**src/rtl/emc_defines.svh**
```systemverilog
// Purpose: Constants for the emulation mode control block.
// Assumes: One machine cycle is six states S1..S6 at one state per clock.
// Notes:   Included by the package and the control module.
//
// Contract
// [RQ1] Normal mode: select low program, high data
// [RQ2] Space low: strobes access registers, PC, RAM
// [RQ3] Space high: open external memory, pull strobes
// [RQ4] Standard: port0 floats, port2 float optional
// [RQ5] Undriven space select reads as low
// [RQ6] Request high freezes clock and states
// [RQ7] Emulation allows register, RAM, memory access
// [RQ8] Request low releases clock, resumes mode
// [RQ9] Active rises at end of S1
// [RQ10] Exit loads holding register with NOP
// [RQ11] Active drops four states after exit
// [RQ12] Pulse marks S1 of every cycle
// [RQ13] Power-on type from select and access pins
// [RQ14] Type latched at power-on, never changes
// [RQ15] Default advanced, request pulled low
// [RQ16] Advanced normal uses separate data/address ports
// [RQ17] Advanced normal strobes gate external memory
// [RQ18] Hold in S2; request sampled end S1
// [RQ19] Freeze pins and contents during emulation
// [RQ20] Active stays high entry through exit NOP
`ifndef EMC_DEFINES_SVH
`define EMC_DEFINES_SVH

`define EMC_STATES_PER_CYCLE 3'h6
`define EMC_STATE_S1         3'h0
`define EMC_STATE_S2         3'h1
`define EMC_STATE_S4         3'h3
`define EMC_EXIT_STATES      3'h4
`define EMC_NOP_OPCODE       8'h00
`define EMC_RAM_DEPTH        256
`define EMC_SPACE_INTERNAL   1'b0
`define EMC_SPACE_EXTERNAL   1'b1
`define EMC_SEL_PC_LO        8'h00
`define EMC_SEL_PC_HI        8'h01
`define EMC_SEL_IR           8'h02

`endif

```
**src/rtl/emc_pkg.sv**
```systemverilog
// Purpose: Types for the emulation mode control block.
// Assumes: Nothing beyond the defines header.
// Notes:   States are one-hot.
`include "emc_defines.svh"
package emc_pkg;
	typedef enum logic [3:0] {
		EMC_RUN   = 4'h1,
		EMC_ENTER = 4'h2,
		EMC_HALT  = 4'h4,
		EMC_EXIT  = 4'h8
	} emc_state_t;

	typedef struct packed {
		logic        wr_n;
		logic        rd_n;
		logic        sel_hi;
		logic [7:0]  addr;
		logic [7:0]  wdata;
	} emc_acc_t;

	typedef struct packed {
		logic [7:0]  data_out;
		logic [7:0]  addr_low;
		logic [7:0]  addr_high;
		logic        pse_n;
		logic        wr_n;
		logic        rd_n;
	} emc_mem_t;
endpackage : emc_pkg

```
**src/rtl/emc_ctrl.sv**
```systemverilog
// Purpose: Emulation freeze, release, type latch and space indication.
// Assumes: Core request inputs synchronous to core_clk.
// Notes:   The core's own fetch/execute is abstracted to requests here.
`timescale 1ns/1ns
`include "emc_defines.svh"
module emc_ctrl #(
	parameter int RAM_DEPTH = `EMC_RAM_DEPTH
) (
	// Clock and reset
	input  wire logic          core_clk,
	input  wire logic          rst_n,
	// Strap pins
	input  wire logic          type_select_n,
	input  wire logic          external_access_n,
	// Emulation control pins
	input  wire logic          emulation_request,
	input  wire logic          addr_space_select_i,
	input  wire logic          addr_space_select_drv,
	output logic               addr_space_select_o,
	output logic               addr_space_select_oe_n,
	output logic               emulation_active,
	output logic               state1_clock_out,
	// Controller access bus
	input  wire emc_pkg::emc_acc_t acc,
	output logic [7:0]         acc_rdata,
	// Core memory requests
	input  wire logic          core_data_access,
	input  wire emc_pkg::emc_mem_t core_mem,
	input  wire logic [7:0]    port2_float_control,
	// Memory-side outputs
	output emc_pkg::emc_mem_t  mem_out,
	output logic               strobe_pullup_en,
	output logic               port0_float,
	output logic               port2_float,
	output logic               advanced_type,
	output logic               core_run,
	output logic [7:0]         instruction_holding_reg,
	output logic [15:0]        pc_value
);
	import emc_pkg::*;

	// ****************************************************
	// State sequencer
	// ****************************************************
	emc_state_t  st_q;
	emc_state_t  st_d;
	logic [2:0]  phase_q;
	logic [2:0]  exit_cnt_q;
	logic        strap_done_q;
	logic        adv_q;
	logic        req_q;
	logic [7:0]  ir_q;
	logic [15:0] pc_q;
	logic [7:0]  ram_q [RAM_DEPTH];
	logic [7:0]  rdata_q;
	emc_mem_t    mem_q;

	wire frozen     = (st_q == EMC_HALT);
	wire at_s1_end  = (phase_q == `EMC_STATE_S1);
	wire last_phase = (phase_q == `EMC_STATES_PER_CYCLE - 3'h1);
	// Undriven select pin resolves to internal space.
	wire space_hi   = addr_space_select_drv & addr_space_select_i; // RQ5
	wire emu_wr     = frozen & ~space_hi & ~acc.wr_n; // RQ2
	wire emu_rd     = frozen & ~space_hi & ~acc.rd_n; // RQ2

	// Request sampled only at the end of S1, then the core stops in S2.
	always_comb begin
		st_d = st_q;
		unique case (st_q)
			EMC_RUN:   if (req_q && at_s1_end) st_d = EMC_ENTER; // RQ18
			EMC_ENTER: st_d = EMC_HALT; // RQ6
			EMC_HALT:  if (!req_q) st_d = EMC_EXIT; // RQ8
			EMC_EXIT:  if (exit_cnt_q == `EMC_EXIT_STATES - 3'h1)
				st_d = EMC_RUN; // RQ11
		endcase
	end

	always_ff @(posedge core_clk or negedge rst_n) begin
		if (!rst_n) begin
			st_q       <= EMC_RUN;
			req_q      <= 1'b0;
			phase_q    <= `EMC_STATE_S1;
			exit_cnt_q <= 3'h0;
		end else begin
			st_q  <= st_d;
			req_q <= emulation_request;
			// States stop from entry on, so the core holds in S2.
			if (st_q == EMC_RUN || st_q == EMC_EXIT) begin // RQ6 RQ18
				phase_q <= last_phase ? `EMC_STATE_S1 : phase_q + 3'h1;
			end
			exit_cnt_q <= (st_q == EMC_EXIT) ? exit_cnt_q + 3'h1 : 3'h0;
		end
	end

	// ****************************************************
	// Type latch
	// ****************************************************
	// Advanced when select high/floating and access low; default pulls.
	wire adv_strap = type_select_n & ~external_access_n; // RQ13 RQ15

	always_ff @(posedge core_clk or negedge rst_n) begin
		if (!rst_n) begin
			strap_done_q <= 1'b0;
			adv_q        <= 1'b1;
		end else if (!strap_done_q) begin
			strap_done_q <= 1'b1;
			adv_q        <= adv_strap; // RQ14
		end
	end

	// ****************************************************
	// Controller access to registers, PC and RAM
	// ****************************************************
	always_ff @(posedge core_clk or negedge rst_n) begin
		if (!rst_n) begin
			ir_q    <= `EMC_NOP_OPCODE;
			pc_q    <= 16'h0000;
			rdata_q <= 8'h00;
		end else begin
			if (st_q == EMC_HALT && !req_q) begin
				ir_q <= `EMC_NOP_OPCODE; // RQ10
			end else if (emu_wr && acc.sel_hi &&
					acc.addr == `EMC_SEL_IR) begin
				ir_q <= acc.wdata; // RQ7
			end
			if (emu_wr && acc.sel_hi && acc.addr == `EMC_SEL_PC_LO) begin
				pc_q[7:0] <= acc.wdata; // RQ7
			end
			if (emu_wr && acc.sel_hi && acc.addr == `EMC_SEL_PC_HI) begin
				pc_q[15:8] <= acc.wdata; // RQ7
			end
			if (emu_rd) begin
				rdata_q <= acc.sel_hi ? sfr_read(acc.addr)
					: ram_q[acc.addr]; // RQ7
			end
		end
	end

	// RAM holds its contents while running; only the controller writes here.
	always_ff @(posedge core_clk) begin
		if (emu_wr && !acc.sel_hi) begin
			ram_q[acc.addr] <= acc.wdata; // RQ7
		end
	end

	function automatic logic [7:0] sfr_read(input logic [7:0] a);
		unique case (a)
			`EMC_SEL_PC_LO: sfr_read = pc_q[7:0];
			`EMC_SEL_PC_HI: sfr_read = pc_q[15:8];
			`EMC_SEL_IR:    sfr_read = ir_q;
			default:        sfr_read = 8'h00;
		endcase
	endfunction : sfr_read

	// ****************************************************
	// Memory pins
	// ****************************************************
	// While halted, pins hold their last level except addr_low and data_out, which follow the access bus in space high.
	always_ff @(posedge core_clk or negedge rst_n) begin
		if (!rst_n) begin
			mem_q <= '{data_out: 8'h00, addr_low: 8'h00, addr_high: 8'h00,
				pse_n: 1'b1, wr_n: 1'b1, rd_n: 1'b1};
		end else if (!frozen && adv_q) begin
			mem_q <= core_mem; // RQ16 RQ17
		end else if (frozen && space_hi) begin
			mem_q.addr_low <= acc.addr; // RQ3
			mem_q.data_out <= acc.wdata; // RQ3
		end
	end // RQ19

	assign mem_out                = mem_q;
	assign strobe_pullup_en       = frozen & space_hi; // RQ3
	assign port0_float            = frozen & space_hi & ~adv_q; // RQ4
	assign port2_float            = port0_float
		& (port2_float_control != 8'h00); // RQ4
	// Space select is driven only in normal mode.
	assign addr_space_select_o    = core_data_access; // RQ1
	assign addr_space_select_oe_n = (st_q != EMC_RUN);
	assign emulation_active       = (st_q != EMC_RUN); // RQ9 RQ20
	assign state1_clock_out       = at_s1_end & ~frozen; // RQ12
	assign advanced_type          = adv_q;
	assign core_run               = ~frozen;
	assign instruction_holding_reg = ir_q;
	assign pc_value               = pc_q;
	assign acc_rdata              = rdata_q;
endmodule : emc_ctrl

```
**config.mk**
```make
export PLATFORM = sky130hd
export DESIGN_NAME = emc_ctrl
export DESIGN_NICKNAME = d
export VERILOG_FILES = /design/src/rtl/emc_pkg.sv /design/src/rtl/emc_ctrl.sv
export VERILOG_INCLUDE_DIRS = /design/src /design/src/rtl
export SDC_FILE = /design/constraint.sdc
export NUM_CORES = 2
export LEC_CHECK = 0
export BUFFER_PORTS_ARGS = -buffer_cell sky130_fd_sc_hd__buf_2
export CAP_MARGIN = 20
export CORE_MARGIN = 2
export CORE_UTILIZATION = 35
export DETAILED_ROUTE_END_ITERATION = 16
export PLACE_DENSITY = 0.47
export SLEW_MARGIN = 5
export SYNTH_ARGS = -nofsm -noshare
export SYNTH_HDL_FRONTEND = slang
export SYNTH_SLANG_ARGS = --single-unit
```
**constraint.sdc**
```tcl
create_clock -name core_clk -period 7.7 [get_ports core_clk]
set_clock_uncertainty 0.2 [all_clocks]
set_input_delay 1.54 -clock core_clk [delete_from_list [all_inputs] [get_ports core_clk]]
set_output_delay 1.54 -clock core_clk [all_outputs]
set_load 0.02 [all_outputs]
```
# After elaboration in Yosys (flattened, before gate mapping)
# Memory sizes are Yosys's and may differ from the RTL's.
# Cells that the tools add are included.
# totals
register_bits	72
mem_bits_rw	2048
inputBits	62
output_inout_bits	68
elab_cells	79
mem_count	1
# mem_list
name	words	word_bits	read_ports	rd_ports_with_merged_regs	wr	line	rtl
ram_q	256	8	1	0	1	emc_ctrl.sv:54	logic [7:0] ram_q [RAM_DEPTH];
# op_classes
addsub	2
n_eq_ne	12
muxes	14
bitwise_logic	15
reduce_logical	19
# ops
operator	n
$mux 16	2
$mux 8	3
$pmux 8 s3	1
$pmux 4 s4	1
$mux 4	3
$and 1x1->1	9
$logic_and 1x1->1	9
$eq 8x1->1 const B	1
$eq 8x2->1 const B	1
$logic_not 8->1	1
$reduce_bool 8->1	1
$add 3x1->3 const B	2
$mux 3	2
$ne 2x2->1 const B	3
$not 1->1	6
$eq 4x1->1 const B	1
$eq 4x2->1 const B	1
$eq 4x3->1 const B	1
$eq 4x4->1 const B	1
$ne 4x1->1 const B	1
$reduce_bool 2->1	2
$eq 3x2->1 const B	1
$eq 3x3->1 const B	1
$logic_not 1->1	3
other kinds (4)	5

# Longest topological paths before layout
# logic_depth
word_depth	8
mapped_depth	13

# Least setup slack after synthesis
# No wires, ideal clock.
# synth_path
kind	input to register
startpoint	input port acc[9] (netlist name)
endpoint	memory ram_q[103][0] (enable)
setup_ns	0.370
arrival_ns	3.653
t_required_ns	7.130
setup_slack_ns	3.477
stages	9
n_path_buf	7
path_cell_list	buf_2 buf_4 buf_2 buf_2 clkbuf_1 clkbuf_1 nand3_1 clkbuf_1 nor2_1
# synth_lines
item	line	rtl
from (decl)	emc_ctrl.sv:24	input wire emc_pkg::emc_acc_t acc,
to (decl)	emc_ctrl.sv:54	
# Straight into the memory's write port.

# Final worst setup path
# layout_path
startpoint	input port acc[8] (netlist name)
endpoint	register rdata_q[6], in the netlist acc_rdata[6]
# layout_between
elab_chain_cells	3
# layout_rtl
item	line	rtl
branches (longest 2 deep; another with $mem_v2 256x8)	n/a	
$mux 8 *	emc_ctrl.sv:133	rdata_q <= acc.sel_hi ? sfr_read(acc.addr)
to (signal assigned)	emc_ctrl.sv:133	
to (decl)	emc_ctrl.sv:55	logic [7:0] rdata_q;
# Mark *: on every way between the ends.
# A chain may end at the register's enable or synchronous reset.

==> qor.csv <==
stage;metric;value;unit
critical_path;required;8190;ps
clock_network;clkTransAtPathRegs;60;ps
synth;synthTopCellsByArea;edfxtp_1 74%, mux4_2 9.4%, mux2i_1 4.5%, dfrtp_1 2.0%, nor2_1 1.3%;
cells_and_area;nets;4477;
cells_and_area;final_common_cell;edfxtp_1;
power;comb_power_share;6.2;%
cells_and_area;area_growth;13.6;%
power;leakage;30.3;nW
critical_path;cp-endpoint;acc_rdata[6];
floorplanning;die_w;490;um
routing;drtAntennaViolNets;0;
cells_and_area;largest_reg_flops;2048;
grt;antenna_found_initial;13;
cells_and_area;drive_gt1_share;20.5;%
sta;fin_crit_sh;64.9;%
critical_path;worstPathCellList;buf_8 > buf_12 > buf_4 > mux4_2 > and3_1 > a31oi_1 > nand4_1 > o41ai_1 > o211ai_1;
clock_network;root_buffer;clkbuf_16;
clock_network;cts_tree;done;
critical_path;regToRegStartpoint;st_q[1];
synth;synth_largest_area_cell;edfxtp_1;
synth;ys_warn_count;0;
floorplanning;dieArea;0.240;mm2
grt;grt_pass1_wl;328;mm
clock_network;cts_resized;0;
critical_path;r2r_slack;2890;ps
floorplanning;initial_utilization;35.2;%
grt;grt_pass1_vias;42100;
power;p_switching;5.67;mW
synth;ys_seq_area_share;76.5;%
routing;drcViolationCount;0;
power;powerDensity;265;mW/mm2
power;irDropWorstVdd;0.000202;V
floorplanning;num_rows;178;
routing;wl;233;mm
run;max_cap_violations;0;
critical_path;max_stage_delay;660;ps
sta;fmax;0.200;GHz
routing;dr.pass1.iters;5;
run_status;status;finished, final reports clean;
placed_design;io_buffers;127;
synth;synth.top_cell.area_share;74.3;%
sta;slew_violations;0;
floorplanning;io_pins;130;
synth;netlist_area;0.0827;mm2
synth;synth_edf_count;2048;
floorplanning;coreArea;0.235;mm2
critical_path;start_kind;input pin;
routing;num_vias;41700;
critical_path;cp.arrival;5490;ps
cells_and_area;largest-register;ram_q;
critical_path;startpoint;acc[8];
critical_path;r2r_cells;7;
clock_network;hold_buffers;0;
sta;hold_violations;0;
grt;grt.total_usage;19.0;%
clock_network;clock_latency;850;ps
power;power_frac_clock;42.1;%
clock_network;clock-sinks;2120;
clock_network;htreeDepth;4;
synth;netlist_instances;4222;
sta;tns;0;ps
sta;rsz0062_at_grt;false;
routing;post_drt_wl_per_cell;30.0;um
power;sw_frac_of_total;22.8;%
grt;grt_max_degree;177;
synth;async_reset_ff_share;3.40;%
routing;drt_iter0_drc;3694;
synth;synth.avg_cell_area;19.6;um2
critical_path;cp_slowest_cell;o41ai_1;
clock_network;cts_made_buffers;221;
routing;viasPerCell;5.38;
critical_path;cp-end-kind;register;
power;power.share.sequential;51.7;%
placed_design;dp_hpwl;141;mm
floorplanning;die_y;490;um
sta;tightest_slew;1170;ps
critical_path;timing.rr.end;ram_q[56][6];
synth;synth-seq-cells;2120;
power;power.total;24.9;mW
min_path;hp-class;reg2reg;
sta;relSlewSlack;21.7;%
placed_design;place.gp.congestion;0.820;
synth;yosys_most_used_dff;edfxtp_1;
cells_and_area;final_cell_mix;2048 x edfxtp_1, 374 x mux2i_1, 347 x mux4_2, 281 x nor2_1, 226 x clkbuf_16;
clock_network;ctsLongestPathBuffers;3;
cells_and_area;layout.filler_cells;21200;
synth;synthDistinctLibCells;59;
sta;fin_crit;5000;ps
power;intPower;19.2;mW
grt;overflow;0;
critical_path;path_class;in2reg;
clock_network;postCtsSetupBuffers;0;
critical_path;critPathMaxFanout;57;
synth;syn_nets;4286;
sta;setup_viol;0;
==> stage by stage <==
stage / utilization (%) / instances / hold slack (ps) / area, um2 / setup WS, ps
after floorplan: - / 4222 / 202 / 82700 / 3480
after global placement: 37.0 / 7331 / 220 / 86900 / 1860
after detailed placement: 37.0 / 7336 / 222 / 87000 / 1880
after CTS: 40.0 / 7740 / 234 / 94000 / 2770
after global routing: 40.0 / 7744 / 250 / 94000 / 2620
final: 40.0 / 7746 / 227 / 94000 / 2700
==> power groups by stage <==
stage | Combinational, mW | Clock, mW | Sequential, mW
2_1_floorplan | 0.718 | 0 | 13.2
3_3_place_gp | 1.55 | 0 | 13.1
3_5_place_dp | 1.56 | 0 | 13.1
4_1_cts | 1.56 | 10.7 | 12.9
5_1_grt | 1.65 | 11.1 | 12.9
6_report | 1.55 | 10.5 | 12.9
==> cells in the mapped netlist (4+ instances only) <==
cell type and count:
a21oi_1 69, a221oi_1 34, a22o_1 39, a22oi_1 136, a31oi_1 17, a32oi_1 7, a41oi_1 24, and2_1 4
and3_1 29, buf_1 17, buf_2 40, buf_4 34, buf_6 37, clkbuf_1 133, dfrtp_1 67, dfstp_2 5
edfxtp_1 2048, inv_1 4, mux2_2 18, mux2i_1 374, mux4_2 347, nand2_1 145, nand2b_1 5, nand3_1 73
nand4_1 18, nand4b_1 4, nor2_1 282, nor2b_1 18, nor3_1 19, nor4_1 13, o2111ai_1 7, o211ai_1 16
o21ai_0 43, o22ai_1 39, o41ai_1 8, or4_1 10
==> worst max-delay path, delay by kind of cell <==
family                 cells  cell delay [ps]
muxes                      1              610
buffers and inverters      3             1300
AOI/OAI and AO/OA          3             1300
and+or+nand+nor            2              590
==> worst min-delay path by stage <==
stage,start,to,slack (ps),cells past startpoint
floorplan,strap_done_q,advanced_type,200,1
global placement,strap_done_q,advanced_type,220,1
detailed placement,strap_done_q,advanced_type,220,1
CTS,strap_done_q,advanced_type,230,1
global route,exit_cnt_q[0],exit_cnt_q[0],250,1
finish,strap_done_q,advanced_type,230,1
==> per-layer routing <==
layer	track usage, %	up-vias	part of all wire [%]
met4	4.93	4	2.4
met1	27.6	22300	45
li1	-	17700	-
met2	29.5	1342	46
met5	0	-	0.011
met3	3.33	280	6.2
==> cell type report <==
class	instances	area, um2	share of cell area (%)
Antenna cell	2	5.00	0.00532
Clock buffer	280	5860	6.23
Timing Repair Buffer	234	1730	1.84
Multi-Input combinational cell	1832	18000	19.1
Clock inverter	124	1170	1.25
Tap cell	3150	3940	4.19
Sequential cell	2120	63300	67.3
Inverter	4	15.0	0.0160
==> cells by family (layout without fill, tap and decap cells) <==
kind of cell             after synthesis  in the layout  share of synthesized area (%)
XOR/XNOR                               2              2                         0.0212
AND/OR/NAND/NOR                      645            645                           3.60
flip-flops                          2120           2120                           76.5
multiplexers                         739            739                           14.2
buffers and inverters                270            642                           1.84
other                                  1              3                        0.00453
adder cells (fa/ha/maj)                2              2                         0.0302
AO/OA/AOI/OAI                        443            443                           3.78
(Power assumes the default switching activity.)
